==> config.mk <==
export PLATFORM = sky130hd
export DESIGN_NAME = fsp_serial_port
export DESIGN_NICKNAME = d
export VERILOG_FILES = /design/src/rtl/fsp_pkg.sv /design/src/rtl/fsp_serial_port.sv /design/src/rtl/fsp_timing.sv
export SDC_FILE = /design/constraint.sdc
export NUM_CORES = 1
export LEC_CHECK = 0
export BUFFER_PORTS_ARGS = -buffer_cell sky130_fd_sc_hd__buf_2
export CORE_MARGIN = 2
export CORE_UTILIZATION = 45
export DETAILED_ROUTE_END_ITERATION = 7
export PLACE_DENSITY_LB_ADDON = 0.25
export SETUP_SLACK_MARGIN = 0.1
export SLEW_MARGIN = 30
export SYNTH_ARGS = -nofsm -noshare
export SYNTH_HDL_FRONTEND = slang
export SYNTH_SLANG_ARGS = --single-unit
==> constraint.sdc <==
create_clock -name CLK -period 2.2 [get_ports CLK]
set_clock_uncertainty 0.1 [all_clocks]
set_input_delay 0.22 -clock CLK [delete_from_list [all_inputs] [get_ports CLK]]
set_output_delay 0.22 -clock CLK [all_outputs]
set_load 0.02 [all_outputs]
==> src/rtl/fsp_pkg.sv <==
// Constants and types shared by the four-mode serial port files
package fsp_pkg;

  // ------------------------------------------------------------------
  // Register addresses and field positions
  // ------------------------------------------------------------------
  localparam logic [7:0] CTL_ADDR      = 8'h98;  // serial_control
  localparam logic [7:0] BUF_ADDR      = 8'h99;  // serial_buffer
  localparam logic [7:0] CTL_RESET     = 8'h00;
  localparam logic [7:0] BUF_RESET     = 8'h00;
  localparam int         CTL_MODE_HI   = 7;
  localparam int         CTL_MODE_LO   = 6;
  localparam int         CTL_MP_EN     = 5;
  localparam int         CTL_RX_EN     = 4;
  localparam int         CTL_TX_NINTH  = 3;
  localparam int         CTL_RX_NINTH  = 2;
  localparam int         CTL_TX_DONE   = 1;
  localparam int         CTL_RX_DONE   = 0;

  // ------------------------------------------------------------------
  // Modes and machine-cycle slots (state*2 + phase, S1P1 = 0)
  // ------------------------------------------------------------------
  localparam logic [1:0] MODE_SHIFT    = 2'h0;
  localparam logic [1:0] MODE_8VAR     = 2'h1;
  localparam logic [1:0] MODE_9FIX     = 2'h2;
  localparam logic [1:0] MODE_9VAR     = 2'h3;
  localparam logic [3:0] SLOT_S1P1     = 4'h0;
  localparam logic [3:0] SLOT_S3P1     = 4'h4;
  localparam logic [3:0] SLOT_S5P2     = 4'h9;
  localparam logic [3:0] SLOT_S6P1     = 4'ha;
  localparam logic [3:0] SLOT_S6P2     = 4'hb;
  localparam logic [3:0] SLOT_LAST     = 4'hb;

  // ------------------------------------------------------------------
  // Timing counts and shift-register loads
  // ------------------------------------------------------------------
  localparam logic [1:0] FIX_DIV_12_N  = 2'h3;  // osc/64: tick every 4 clocks
  localparam logic [1:0] FIX_DIV_12_D  = 2'h1;  // osc/32: tick every 2
  localparam logic [1:0] FIX_DIV_6_N   = 2'h1;  // osc/32 in 6-clock mode
  localparam logic [1:0] FIX_DIV_6_D   = 2'h0;  // osc/16 in 6-clock mode
  localparam logic [3:0] CNT16_LAST    = 4'hf;
  localparam logic [3:0] SAMPLE_A      = 4'h7;
  localparam logic [3:0] SAMPLE_C      = 4'h9;
  localparam logic [6:0] RX0_LOAD      = 7'b1111110;
  localparam logic [8:0] RXA_LOAD      = 9'h1ff;
  localparam logic [7:0] TX_LAST_PAT   = 8'h01;

  typedef enum logic [2:0] {
    TX_IDLE  = 3'b000,
    TX_M0_A  = 3'b001,
    TX_M0_B  = 3'b010,
    TX_ARMED = 3'b011,
    TX_GO    = 3'b100,
    TX_SEND  = 3'b101,
    TX_FIN   = 3'b110
  } fsp_tx_t;

  typedef enum logic [2:0] {
    RX_IDLE  = 3'b000,
    RX_M0_A  = 3'b001,
    RX_M0_B  = 3'b010,
    RX_M0_GO = 3'b011,
    RX_M0    = 3'b100,
    RX_M0_FN = 3'b101,
    RX_ASYNC = 3'b110
  } fsp_rx_t;

endpackage : fsp_pkg

==> src/rtl/fsp_serial_port.sv <==
// Four-mode serial port: shift-register mode and three async modes
// What this block does
// [RQ1] Mode bits pick one of four modes
// [RQ2] Mode 0 moves 8 bits, drives shift clock
// [RQ3] Mode 0 write loads marker, send after one cycle
// [RQ4] Mode 0 clock low S3-S5, shift at S6P2
// [RQ5] Mode 0 last shift, done at S1P1
// [RQ6] Mode 0 receive loads 1111110 then goes active
// [RQ7] Mode 0 receive samples S5P2, shifts S6P2
// [RQ8] Mode 0 receive final shift, flag at S1P1
// [RQ9] Mode 1 frame: start, 8 data, stop
// [RQ10] Async send starts after next rollover
// [RQ11] Start bit, then data, then first shift
// [RQ12] Mode 1 transmit done at tenth rollover
// [RQ13] Receiver hunts falling edge, resets counter
// [RQ14] Majority vote of samples 7, 8, 9
// [RQ15] False start bit returns to hunting
// [RQ16] Mode 1 load only under flag conditions
// [RQ17] Failed load discards frame, then hunt
// [RQ18] 9-bit frames carry programmable ninth bit
// [RQ19] Fixed or timer-derived baud per mode
// [RQ20] Ninth bit loaded, stop shifted in first
// [RQ21] 9-bit transmit done at eleventh rollover
// [RQ22] Transmit-done flag set, software clears
// [RQ23] Receive-done flag set, software clears
// [RQ24] Multiprocessor enable gates receive-done flag
// [RQ25] 9-bit load needs clear flag, and ninth bit set when multiprocessor enable is set
// [RQ26] Fixed rate doubles with baud_double
// [RQ27] Receive needs enable; buffer write sends
module fsp_serial_port
  import fsp_pkg::*;
(
  input  wire logic       CLK,
  input  wire logic       RST,
  input  wire logic [7:0] SFR_ADDR,
  input  wire logic [7:0] SFR_WDATA,
  input  wire logic       SFR_WR,
  input  wire logic       SFR_BIT_WR,
  input  wire logic [2:0] SFR_BIT_SEL,
  input  wire logic       SFR_BIT_VAL,
  output logic      [7:0] SFR_RDATA,
  input  wire logic       BAUD_DOUBLE,
  input  wire logic       CLK6_MODE,
  input  wire logic       TIMER_OVF,
  input  wire logic       RXD_IN,
  output logic            RXD_OUT,
  output logic            RXD_OE_N,
  output logic            TXD
);

  typedef struct packed {
    logic [7:0] ctl;
    logic [7:0] rbuf;
    logic [8:0] tsr;
    fsp_tx_t    tst;
    logic       tdata;
    logic       tfirst;
    logic [3:0] tcnt;
    logic [9:0] rsr;
    fsp_rx_t    rst;
    logic [3:0] rcnt;
    logic [1:0] smp;
    logic       rprev;
    logic       rfirst;
    logic       sy1;
    logic       sy2;
    logic       txd;
    logic       rxd_o;
    logic       rxd_oe_n;
    logic [7:0] rdata;
  } fsp_st_t;

  fsp_st_t s, n;

  logic [3:0] slot;
  logic       tick16;
  logic [1:0] mode;
  logic       roll;
  logic       buf_wr;
  logic       set_ti;
  logic       set_ri;
  logic       bit_v;
  logic       ninth;
  logic       final_sh;
  logic [7:0] data;
  logic [7:0] shifted;
  logic       sclk;

  // ------------------------------------------------------------------
  // Timing source
  // ------------------------------------------------------------------
  // [RQ19] baud source select
  fsp_timing u_timing (
    .clk         (CLK),
    .rst         (RST),
    .clk6_mode   (CLK6_MODE),
    .baud_double (BAUD_DOUBLE),
    .mode        (mode),
    .timer_ovf   (TIMER_OVF),
    .slot        (slot),
    .tick16      (tick16)
  );

  // Slot match; in 6-clock mode one clock covers both phases of a state
  function automatic logic at(input logic [3:0] sl, input logic x2, input logic [3:0] tg);
    return (sl == tg) || (x2 && ((sl + 4'h1) == tg));
  endfunction : at

  // Data arrive LSB first into a left-shifting register, so reverse
  function automatic logic [7:0] rev8(input logic [7:0] v);
    logic [7:0] r;
    r = '0;
    for (int i = 0; i < 8; i++) begin
      r[i] = v[7 - i];
    end
    return r;
  endfunction : rev8

  // ------------------------------------------------------------------
  // Next-state logic
  // ------------------------------------------------------------------
  always_comb begin
    n        = s;
    set_ti   = 1'b0;
    set_ri   = 1'b0;
    bit_v    = 1'b0;
    ninth    = 1'b0;
    final_sh = 1'b0;
    data     = '0;
    shifted  = '0;
    // [RQ1] mode decode
    mode     = {s.ctl[CTL_MODE_HI], s.ctl[CTL_MODE_LO]};
    roll     = tick16 && (s.tcnt == CNT16_LAST);
    buf_wr   = SFR_WR && (SFR_ADDR == BUF_ADDR);
    n.sy1    = RXD_IN;
    n.sy2    = s.sy1;

    // Software writes first, so hardware flag sets below win over clears
    if (SFR_WR && (SFR_ADDR == CTL_ADDR)) begin
      n.ctl = SFR_WDATA;
    end
    if (SFR_BIT_WR && (SFR_ADDR == CTL_ADDR)) begin
      n.ctl[SFR_BIT_SEL] = SFR_BIT_VAL;
    end
    if (tick16) begin
      n.tcnt = s.tcnt + 4'h1;
    end

    // Transmitter
    case (s.tst)
      TX_M0_A: begin
        if (at(slot, CLK6_MODE, SLOT_S1P1)) begin
          n.tst = TX_M0_B;
        end
      end
      // [RQ3] send one full cycle after write
      TX_M0_B: begin
        if (at(slot, CLK6_MODE, SLOT_S6P2)) begin
          n.tst    = TX_SEND;
          n.tfirst = 1'b0;
        end
      end
      // [RQ10] wait for counter rollover
      TX_ARMED: begin
        if (roll) begin
          n.tst = TX_GO;
        end
      end
      TX_GO: begin
        if (at(slot, CLK6_MODE, SLOT_S1P1)) begin
          n.tst    = TX_SEND;
          n.tdata  = 1'b0;
          n.tfirst = 1'b1;
        end
      end
      TX_SEND: begin
        if (mode == MODE_SHIFT) begin
          // [RQ4] shift right at S6P2
          if (at(slot, CLK6_MODE, SLOT_S6P2)) begin
            n.tfirst = 1'b0;
            if (!s.tfirst) begin
              n.tsr = {1'b0, s.tsr[8:1]};
              // [RQ5] marker next to LSB: last shift
              if (s.tsr[8:1] == TX_LAST_PAT) begin
                n.tst = TX_FIN;
              end
            end
          end
        end else if (roll) begin
          // [RQ11] start bit time, then data bit out
          if (!s.tdata) begin
            n.tdata = 1'b1;
          end else begin
            n.tfirst = 1'b0;
            // [RQ20] first shift inserts the stop bit in 9-bit modes
            n.tsr = {s.tfirst && (mode != MODE_8VAR), s.tsr[8:1]};
            // [RQ12] [RQ21] final shift ends the frame; in 9-bit modes the
            // pattern only counts once the stop bit has been shifted in
            if (s.tsr[8:1] == TX_LAST_PAT && !(s.tfirst && mode != MODE_8VAR)) begin
              n.tst  = TX_IDLE;
              set_ti = 1'b1;
            end
          end
        end
      end
      TX_FIN: begin
        if (at(slot, CLK6_MODE, SLOT_S1P1)) begin
          n.tst  = TX_IDLE;
          set_ti = 1'b1;
        end
      end
      default: n.tst = TX_IDLE;
    endcase

    // [RQ27] any buffer write starts a transmission
    if (buf_wr) begin
      // [RQ9] [RQ18] marker or ninth bit above data
      ninth = (mode[1] == 1'b0) ? 1'b1 : s.ctl[CTL_TX_NINTH];
      n.tsr = {ninth, SFR_WDATA};
      n.tst = (mode == MODE_SHIFT) ? TX_M0_A : TX_ARMED;
    end

    // Receiver
    if (tick16) begin
      n.rprev = s.sy2;
    end
    case (s.rst)
      RX_IDLE: begin
        if (mode == MODE_SHIFT) begin
          // [RQ6] enable set and flag clear
          if (s.ctl[CTL_RX_EN] && !s.ctl[CTL_RX_DONE]) begin
            n.rst = RX_M0_A;
          end
        end else if (s.ctl[CTL_RX_EN] && tick16 && s.rprev && !s.sy2) begin
          // [RQ13] falling edge: realign counter, preload
          n.rst    = RX_ASYNC;
          n.rcnt   = 4'h0;
          n.rsr    = {1'b1, RXA_LOAD};
          n.rfirst = 1'b1;
        end
      end
      RX_M0_A: begin
        if (at(slot, CLK6_MODE, SLOT_S1P1)) begin
          n.rst = RX_M0_B;
        end
      end
      // [RQ6] preload at S6P2 of next cycle
      RX_M0_B: begin
        if (at(slot, CLK6_MODE, SLOT_S6P2)) begin
          n.rsr = {3'b111, RX0_LOAD};
          n.rst = RX_M0_GO;
        end
      end
      RX_M0_GO: n.rst = RX_M0;
      RX_M0: begin
        // [RQ7] sample S5P2, shift left S6P2
        if (at(slot, CLK6_MODE, SLOT_S5P2)) begin
          n.smp[0] = s.sy2;
        end
        if (at(slot, CLK6_MODE, SLOT_S6P2)) begin
          shifted = {s.rsr[6:0], n.smp[0]};
          n.rsr   = {s.rsr[8:0], n.smp[0]};
          // [RQ8] zero marker leftmost: load buffer
          if (!s.rsr[7]) begin
            n.rbuf = rev8(shifted);
            n.rst  = RX_M0_FN;
          end
        end
      end
      RX_M0_FN: begin
        if (at(slot, CLK6_MODE, SLOT_S1P1)) begin
          n.rst  = RX_IDLE;
          set_ri = 1'b1;
        end
      end
      RX_ASYNC: begin
        if (tick16) begin
          n.rcnt = s.rcnt + 4'h1;
          // [RQ14] keep samples at states 7 and 8
          if (s.rcnt >= SAMPLE_A && s.rcnt < SAMPLE_C) begin
            n.smp = {s.smp[0], s.sy2};
          end
          if (s.rcnt == SAMPLE_C) begin
            // [RQ14] two of three vote
            bit_v = (s.smp[1] & s.smp[0]) | (s.smp[1] & s.sy2) | (s.smp[0] & s.sy2);
            final_sh = (mode == MODE_8VAR) ? !s.rsr[8] : !s.rsr[9];
            ninth    = (mode == MODE_8VAR) ? bit_v : s.rsr[0];
            data     = (mode == MODE_8VAR) ? s.rsr[7:0] : s.rsr[8:1];
            n.rfirst = 1'b0;
            n.rsr    = {s.rsr[8:0], bit_v};
            if (s.rfirst && bit_v) begin
              // [RQ15] false start bit
              n.rst = RX_IDLE;
            end else if (final_sh) begin
              // [RQ17] always back to hunting
              n.rst = RX_IDLE;
              // [RQ16] [RQ24] [RQ25] load only when allowed
              if (!s.ctl[CTL_RX_DONE] && (!s.ctl[CTL_MP_EN] || ninth)) begin
                n.rbuf              = rev8(data);
                n.ctl[CTL_RX_NINTH] = ninth;
                set_ri              = 1'b1;
              end
            end
          end
        end
      end
      default: n.rst = RX_IDLE;
    endcase

    // [RQ22] [RQ23] hardware set beats software clear
    if (set_ti) begin
      n.ctl[CTL_TX_DONE] = 1'b1;
    end
    if (set_ri) begin
      n.ctl[CTL_RX_DONE] = 1'b1;
    end

    // Pins; the shift clock lags the slot counter by one clock
    // [RQ4] [RQ7] clock low from S3P1 until S6P1
    sclk = !((slot >= SLOT_S3P1) && (slot < SLOT_S6P1));
    if (mode == MODE_SHIFT) begin
      // [RQ2] clock out on transmit line
      n.txd = (n.tst == TX_SEND || n.rst == RX_M0) ? sclk : 1'b1;
    end else begin
      n.txd = (n.tst == TX_SEND) ? (n.tdata & n.tsr[0]) : 1'b1;
    end
    // [RQ2] data out on receive line in mode 0
    n.rxd_o    = n.tsr[0];
    n.rxd_oe_n = !((mode == MODE_SHIFT) && (n.tst == TX_SEND));

    // Read data; unmapped addresses read zero
    if (SFR_ADDR == CTL_ADDR) begin
      n.rdata = n.ctl;
    end else if (SFR_ADDR == BUF_ADDR) begin
      n.rdata = n.rbuf;
    end else begin
      n.rdata = 8'h00;
    end
  end

  // ------------------------------------------------------------------
  // State register
  // ------------------------------------------------------------------
  always_ff @(posedge CLK or posedge RST) begin
    if (RST) begin
      s          <= '0;
      s.ctl      <= CTL_RESET;
      s.rbuf     <= BUF_RESET;
      s.tst      <= TX_IDLE;
      s.rst      <= RX_IDLE;
      s.sy1      <= 1'b1;
      s.sy2      <= 1'b1;
      s.rprev    <= 1'b1;
      s.txd      <= 1'b1;
      s.rxd_o    <= 1'b1;
      s.rxd_oe_n <= 1'b1;
    end else begin
      s <= n;
    end
  end

  assign SFR_RDATA = s.rdata;
  assign RXD_OUT   = s.rxd_o;
  assign RXD_OE_N  = s.rxd_oe_n;
  assign TXD       = s.txd;

endmodule : fsp_serial_port

==> src/rtl/fsp_timing.sv <==
// Machine-cycle slot counter and 16x baud tick generator
module fsp_timing
  import fsp_pkg::*;
(
  input  wire logic       clk,
  input  wire logic       rst,
  input  wire logic       clk6_mode,
  input  wire logic       baud_double,
  input  wire logic [1:0] mode,
  input  wire logic       timer_ovf,
  output logic      [3:0] slot,
  output logic            tick16
);

  typedef struct packed {
    logic [3:0] slot;
    logic [1:0] pre;
    logic       half;
    logic       tick;
  } fsp_tim_t;

  fsp_tim_t s, n;
  logic [1:0] lim;

  // ------------------------------------------------------------------
  // Next-state logic
  // ------------------------------------------------------------------
  // In 6-clock mode a whole state passes per clock, so slots step by two
  always_comb begin
    n      = s;
    n.tick = 1'b0;
    lim    = clk6_mode ? (baud_double ? FIX_DIV_6_D : FIX_DIV_6_N)
                       : (baud_double ? FIX_DIV_12_D : FIX_DIV_12_N);
    if (clk6_mode) begin
      n.slot = (s.slot >= SLOT_LAST - 4'h2) ? SLOT_S1P1 : {s.slot[3:1], 1'b0} + 4'h2;
    end else begin
      n.slot = (s.slot >= SLOT_LAST) ? SLOT_S1P1 : s.slot + 4'h1;
    end
    if (mode == MODE_9FIX) begin
      if (s.pre >= lim) begin
        n.pre  = 2'h0;
        n.tick = 1'b1;
      end else begin
        n.pre = s.pre + 2'h1;
      end
    end else if (timer_ovf) begin
      // Halving only for 12-clock mode without doubling; 6-clock with
      // doubling cannot go above one tick per overflow
      if (!baud_double && !clk6_mode) begin
        n.half = ~s.half;
        n.tick = s.half;
      end else begin
        n.tick = 1'b1;
      end
    end
  end

  // State register
  always_ff @(posedge clk or posedge rst) begin
    if (rst) begin
      s <= '0;
    end else begin
      s <= n;
    end
  end

  assign slot   = s.slot;
  assign tick16 = s.tick;

endmodule : fsp_timing

==> impl_metrics.ini, run 1 <==
[critical_path]
setup.worst_path.start_class = register
crit_slowest_cell = dfrtp_1
cp_top_family = compound AO/OA/AOI/OAI gates
critPathMaxFanout = 7
critPathBufInv = 1
worst-r2r-cell-count = 7
rr_startpoint = mode[1]
crit_chain = nand2b_1, mux2i_2, o2111ai_4, bufbuf_16, a21oi_1, nor3_1, a211o_1
cpPeakStageDelay_ps = 420
arrival_ps = 2530
rrSetupSlack_ps = -190
critPathKind = register to register
cp-end-kind = register
required_ps = 2340
worst_r2r_endpoint = SFR_RDATA[6]

[clock_network]
clk_latency_ps = 360
cts.sink_count = 76
clockBufferDepth = 2
numCtsBuffers = 9
clk_root_buffer_cell = clkbuf_8
path_clk_slew_ps = 80
cts_tree = done
htreeDepth = 3

[timing]
period_share_pct = 108.4
hold_violations = 0
fmax_mhz = 419.2
rsz0062_at_grt = true
hold_ws_ps = 29.65
slew_violations = 0
setup_slack_ps = -185.3
finalSetupViolCount = 38
worst_pin_slew_ps = 605.7
max_slew_margin_pct = 59.25
min_period_ps = 2385

[routing]
met1_length_um = 5690
dr.pass1.iters = 5
num_vias = 4332
top_layer = met4
routed_wl_um = 12490
avgRoutedWirePerCell_um = 16.22
drc = 0
first_iter_violations = 369
via_per_inst = 5.626
wl_met3_um = 586
drtAntennaViolNets = 0
met2_length_um = 5867

[pwr]
power_density_nw_per_um2 = 1076
switching_power_mw = 2.622
leakage_nw = 2.781
seqPwrFrac_pct = 35.0
vdd_drop_max_mv = 0.4795
pwr-share-clk_pct = 17.4
comb_power_share_pct = 47.6
power.internal_mw = 4.014
switching_share_pct = 39.51

[min_path]
hold_start = TIMER_OVF
holdCritPathClass = primary input to register
holdPathEnd = u_timing.tick16
whs_path_depth = 3

[logic_synthesis]
syn-cell-area_um2 = 4731
synth_seq_area_share_pct = 40.36
yosys.area.top_type_share_pct = 37.03
yosysTopAreaCell = dfrtp_1
synth_cells = 538
ys_seq_elements = 76
synthFlopType = dfrtp_1
synthDistinctLibCells = 63
synth_edf_count = 0
synth.most_common_cell = dfrtp_1
synth_commonest_cells = dfrtp_1, nand2_1, nor2_1, a21oi_1, nand3_1
mappedNetlistNets = 579
yosys_warnings = 0
synth.avg_cell_area_um2 = 8.793
synth_area_leaders = dfrtp_1, a21oi_1, nand2_1
synth-async-reset-ratio_pct = 100.0

[die]
die-width_um = 106.5
dieArea_um2 = 11350
rows = 37
io-pin-count = 39
start_util_pct = 46.03
core_area_um2 = 10280
die_y_um = 106.5

[grt]
grt_pass1_wl_um = 19880
antenna_found_initial = 0
grt_max_degree = 61
grt_usage_pct = 22.26
overflow = 0
grt_pass1_vias = 4116

[status]
violations = setup timing
status = complete, but fails checks

[cells_and_area]
nNetsFinal = 670
drive_gt1_share_pct = 34.23
antenna_cells = 0
final_core_util_pct = 59.98
stdcell_area_um2 = 6165
area_growth_syn_to_layout_pct = 30.31

[job]
cap_violations = 0

[placement]
port_buffers = 38
gp_routability_congestion = 0.9460
place_hpwl_um = 8734
place_area_um2 = 5470
-- worst max-delay path by stage --
stage / from / endpoint / slack [ps] / depth (start not counted)
detailed placement: u_timing.slot[1] / s[27] / -170 / 10
CTS: u_timing.slot[1] / s[27] / -90 / 10
floorplan: u_timing.slot[0] / TXD / -40 / 9
finish: mode[1] / SFR_RDATA[6] / -190 / 7
global route: mode[1] / SFR_RDATA[6] / -290 / 7
global placement: u_timing.slot[1] / SFR_RDATA[7] / -110 / 8
-- state kept, by name (all words and copies together) (netlist names) --
name             flops
RXD_OE_N             1
RXD_OUT              1
SFR_RDATA            8
TXD                  1
mode                 2
n                    1
s                   54
u_timing.s           3
u_timing.slot        4
u_timing.tick16      1
-- layer usage --
| layer | track usage [%] | up-vias |
|---|---|---|
| met5 | 0 | - |
| met2 | 34.71 | 128 |
| met4 | 10.02 | 0 |
| met3 | 3.679 | 31 |
| met1 | 30.45 | 2071 |
| li1 | - | 2102 |
-- cells in the final DEF (no fill, tap or decap), types with 9 or more instances in the layout --
cell / netlist / final
o21ai_0: 18 / 15
mux2i_1: 18 / 16
a21oi_2: 0 / 9
buf_2: 8 / 38
a21oi_1: 53 / 43
nor3_1: 12 / 11
nand2_1: 62 / 59
nor2_1: 61 / 54
a31oi_1: 10 / 9
buf_4: 10 / 63
nor2b_1: 11 / 9
clkbuf_8: 0 / 13
mux2_2: 15 / 13
nand3_1: 20 / 20
inv_1: 14 / 11
ha_1: 13 / 9
dfrtp_1: 70 / 68
nand2b_1: 11 / 10
-- power by group through the flow --
stage	Sequential [mW]	Clock [mW]	Combinational, mW
after global routing	2.37	1.26	3.47
after floorplan	2.21	0	1.80
after CTS	2.28	1.20	2.91
after detailed placement	2.29	0	2.70
after global placement	2.27	0	2.64
final	2.32	1.15	3.16
-- final cells by class --
| cell class | count | area (µm²) |
|---|---|---|
| Fill cell | 898 | 4113 |
| Clock inverter | 3 | 42.54 |
| Clock buffer | 13 | 178.9 |
| Inverter | 14 | 58.81 |
| Timing Repair Buffer | 117 | 940.9 |
| Sequential cell | 76 | 1912 |
| Tap cell | 136 | 170.2 |
| Multi-Input combinational cell | 411 | 2861 |
-- per-stage QoR --
step / TNS, ps / worst slack [ps] / std cells / total power, mW
3_3_place_gp: -1975 / -114.0 / 737 / 4.907
5_1_grt: -7253 / -287.3 / 770 / 7.098
6_report: -4095 / -185.3 / 770 / 6.636
4_1_cts: -1845 / -94.66 / 766 / 6.387
3_5_place_dp: -3541 / -168.2 / 737 / 4.997
2_1_floorplan: -101.0 / -35.70 / 538 / 4.015
-- cell families (layout without fill, tap and decap cells) --
family                   count (synthesis)  count (layout)  synth area share [%]
XOR/XNOR                                 9               9                 1.666
AND/OR/NAND/NOR                        217             217                 22.69
AO/OA/AOI/OAI                          137             137                 18.80
flip-flops                              76              76                 40.36
adder cells (fa/ha/maj)                 14              14                 3.650
buffers and inverters                   51             147                 5.210
multiplexers                            34              34                 7.617
-- what timing repair did --
item | in CTS | in global routing
pin swaps | 13 | 12
gates cloned | 2 | 2
hold buffers | 2 | 0
endpoints found under the hold margin | 13 | 0
gates resized for setup | 31 | 33
setup endpoints to repair | 42 | 46
setup buffers | 9 | 2
-- tightest hold or removal path, cell delays in order --
cell,delay (ps)
buf_2,90
o211ai_1,70
o21ai_0,80
Power figures use the tool's default switching activity.
==> run 2, diff against run 1 <==
--- a/config.mk
+++ b/config.mk
@@ -5,11 +5,12 @@
 export SDC_FILE = /design/constraint.sdc
 export NUM_CORES = 1
 export LEC_CHECK = 0
-export BUFFER_PORTS_ARGS = -buffer_cell sky130_fd_sc_hd__buf_2
 export CORE_MARGIN = 2
 export CORE_UTILIZATION = 45
 export DETAILED_ROUTE_END_ITERATION = 7
+export DONT_BUFFER_PORTS = 1
 export PLACE_DENSITY_LB_ADDON = 0.25
+export RECOVER_POWER = 100
 export SETUP_SLACK_MARGIN = 0.1
 export SLEW_MARGIN = 30
 export SYNTH_ARGS = -nofsm -noshare
==> impl_metrics.ini, run 2 (synthesis gave the netlist of run 1 again) <==
[timing]
fin_tns_setup_ps = -4717
rsz0062_at_grt = true
min_period_ps = 2402
finalSetupViolCount = 39
fmax_mhz = 416.4
hold_ws_ps = 28.45
worst_pin_slew_ps = 1388
max_slew_margin_pct = 6.951
setup_slack_ps = -201.7
slew_violations = 0
period_share_pct = 109.2
hold_violations = 0

[grt]
antenna_found_initial = 0
grt_pass1_vias = 4261
grt_usage_pct = 23.52
grt_pass1_wl_um = 21060
overflow = 0
grt_max_degree = 32

[die]
die-width_um = 106.5
die_y_um = 106.5
core_area_um2 = 10280
start_util_pct = 46.03
dieArea_um2 = 11350
rows = 37
io-pin-count = 39

[routing]
drc = 0
via_per_inst = 5.757
num_vias = 4381
routed_wl_um = 13160
avgRoutedWirePerCell_um = 17.30
dr.pass1.iters = 6
drtAntennaViolNets = 0
first_iter_violations = 343

[cells_and_area]
final_cells = 761
regArea_um2 = 1912
area_growth_syn_to_layout_pct = 32.35
multi_input_area_um2 = 2972
nNetsFinal = 661
antenna_cells = 0
final_core_util_pct = 60.92
drive_gt1_share_pct = 31.04
regMostFlops = s
layout_commonest_cell = dfrtp_1
nFillCells = 853
mostFrequentLayoutCells = dfrtp_1, buf_4, nand2_1
largest_reg_flops = 54

[clock_network]
cts_tree = done
numCtsBuffers = 9
htreeDepth = 3
clk_root_buffer_cell = clkbuf_8
path_clk_slew_ps = 80
clk_latency_ps = 360
clockBufferDepth = 2
cts.sink_count = 76

[min_path]
whs_path_depth = 2
holdCritPathClass = primary input to register

[placement]
place_hpwl_um = 8996
port_buffers = 0
placed_cells = 702
gp_routability_congestion = 0.8933

[critical_path]
arrival_ps = 2580
critPathKind = register to register
required_ps = 2380
endpoint = s[24]
critPathMaxFanout = 7
worst-r2r-cell-count = 9
crit_start = u_timing.slot[1]
worst_r2r_endpoint = s[24]
rr_startpoint = u_timing.slot[1]
setup.worst_path.start_class = register
rrSetupSlack_ps = -200
cp-end-kind = register

[status]
status = complete, but fails checks
violations = setup timing

[pwr]
power_density_nw_per_um2 = 1122
leakage_nw = 2.731
total_power_mw = 7.024
vdd_drop_max_mv = 0.4966

[job]
cap_violations = 0
## run 2: how the worst min path moves through the flow
stage                        start       to
floorplan                   RXD_IN    n[11]
finish              SFR_BIT_SEL[2]  mode[1]
detailed placement          RXD_IN    n[11]
global route        SFR_BIT_SEL[0]    s[64]
CTS                 SFR_BIT_SEL[2]  mode[1]
global placement            RXD_IN    n[11]
## run 2: repair_timing
action | CTS | global route
pin swaps | 20 | 22
hold endpoints to repair | 44 | 1
gates resized for setup | 45 | 48
endpoints found under the setup margin | 45 | 45
gates cloned | 3 | 1
hold buffers | 15 | 1
buffers inserted | 12 | 12
## run 2: cell type report
class                   count  area share [%]
well taps                 136           2.718
multi-input cells         411           47.46
clock buffers              10           2.038
inverters                  14          0.8593
repair buffers            108           14.59
clock inverters             6           1.799
flip-flops and latches     76           30.54
## run 2: critical path, stage by stage (launching register included)
cell and delay [ps]:
dfrtp_2 460, ha_4 190, a21bo_1 190, a211o_4 360, nand3_4 150, nand2b_4 70, a311oi_4 410, buf_4 200
nor2_2 40, a41oi_2 140
## run 2: report_power, final
group	total [mW]	leakage (nW)	switching (mW)	internal [mW]
logic	3.37	1.65	1.74	1.63
registers	2.34	0.957	0.506	1.83
clock network	1.31	0.121	0.553	0.758
total	7.02	2.73	2.80	4.22
## run 2: routing by layer
metal / routed length, µm / up-vias / part of all wire [%] / global-route usage [%]
li1: - / 2084 / - / -
met1: 5715 / 2154 / 43 / 30.22
met2: 6556 / 127 / 50 / 40.29
met3: 682 / 16 / 5.2 / 3.556
met4: 208 / 0 / 1.6 / 8.349
met5: 0 / - / 0 / 0
## run 2: per-stage QoR
stage,instance area (µm²),setup slack [ps]
after floorplan,4808,-35.70
after global placement,5290,-130.9
after detailed placement,5290,-253.4
after CTS,6036,-136.8
after global routing,6261,-255.5
final,6261,-201.7
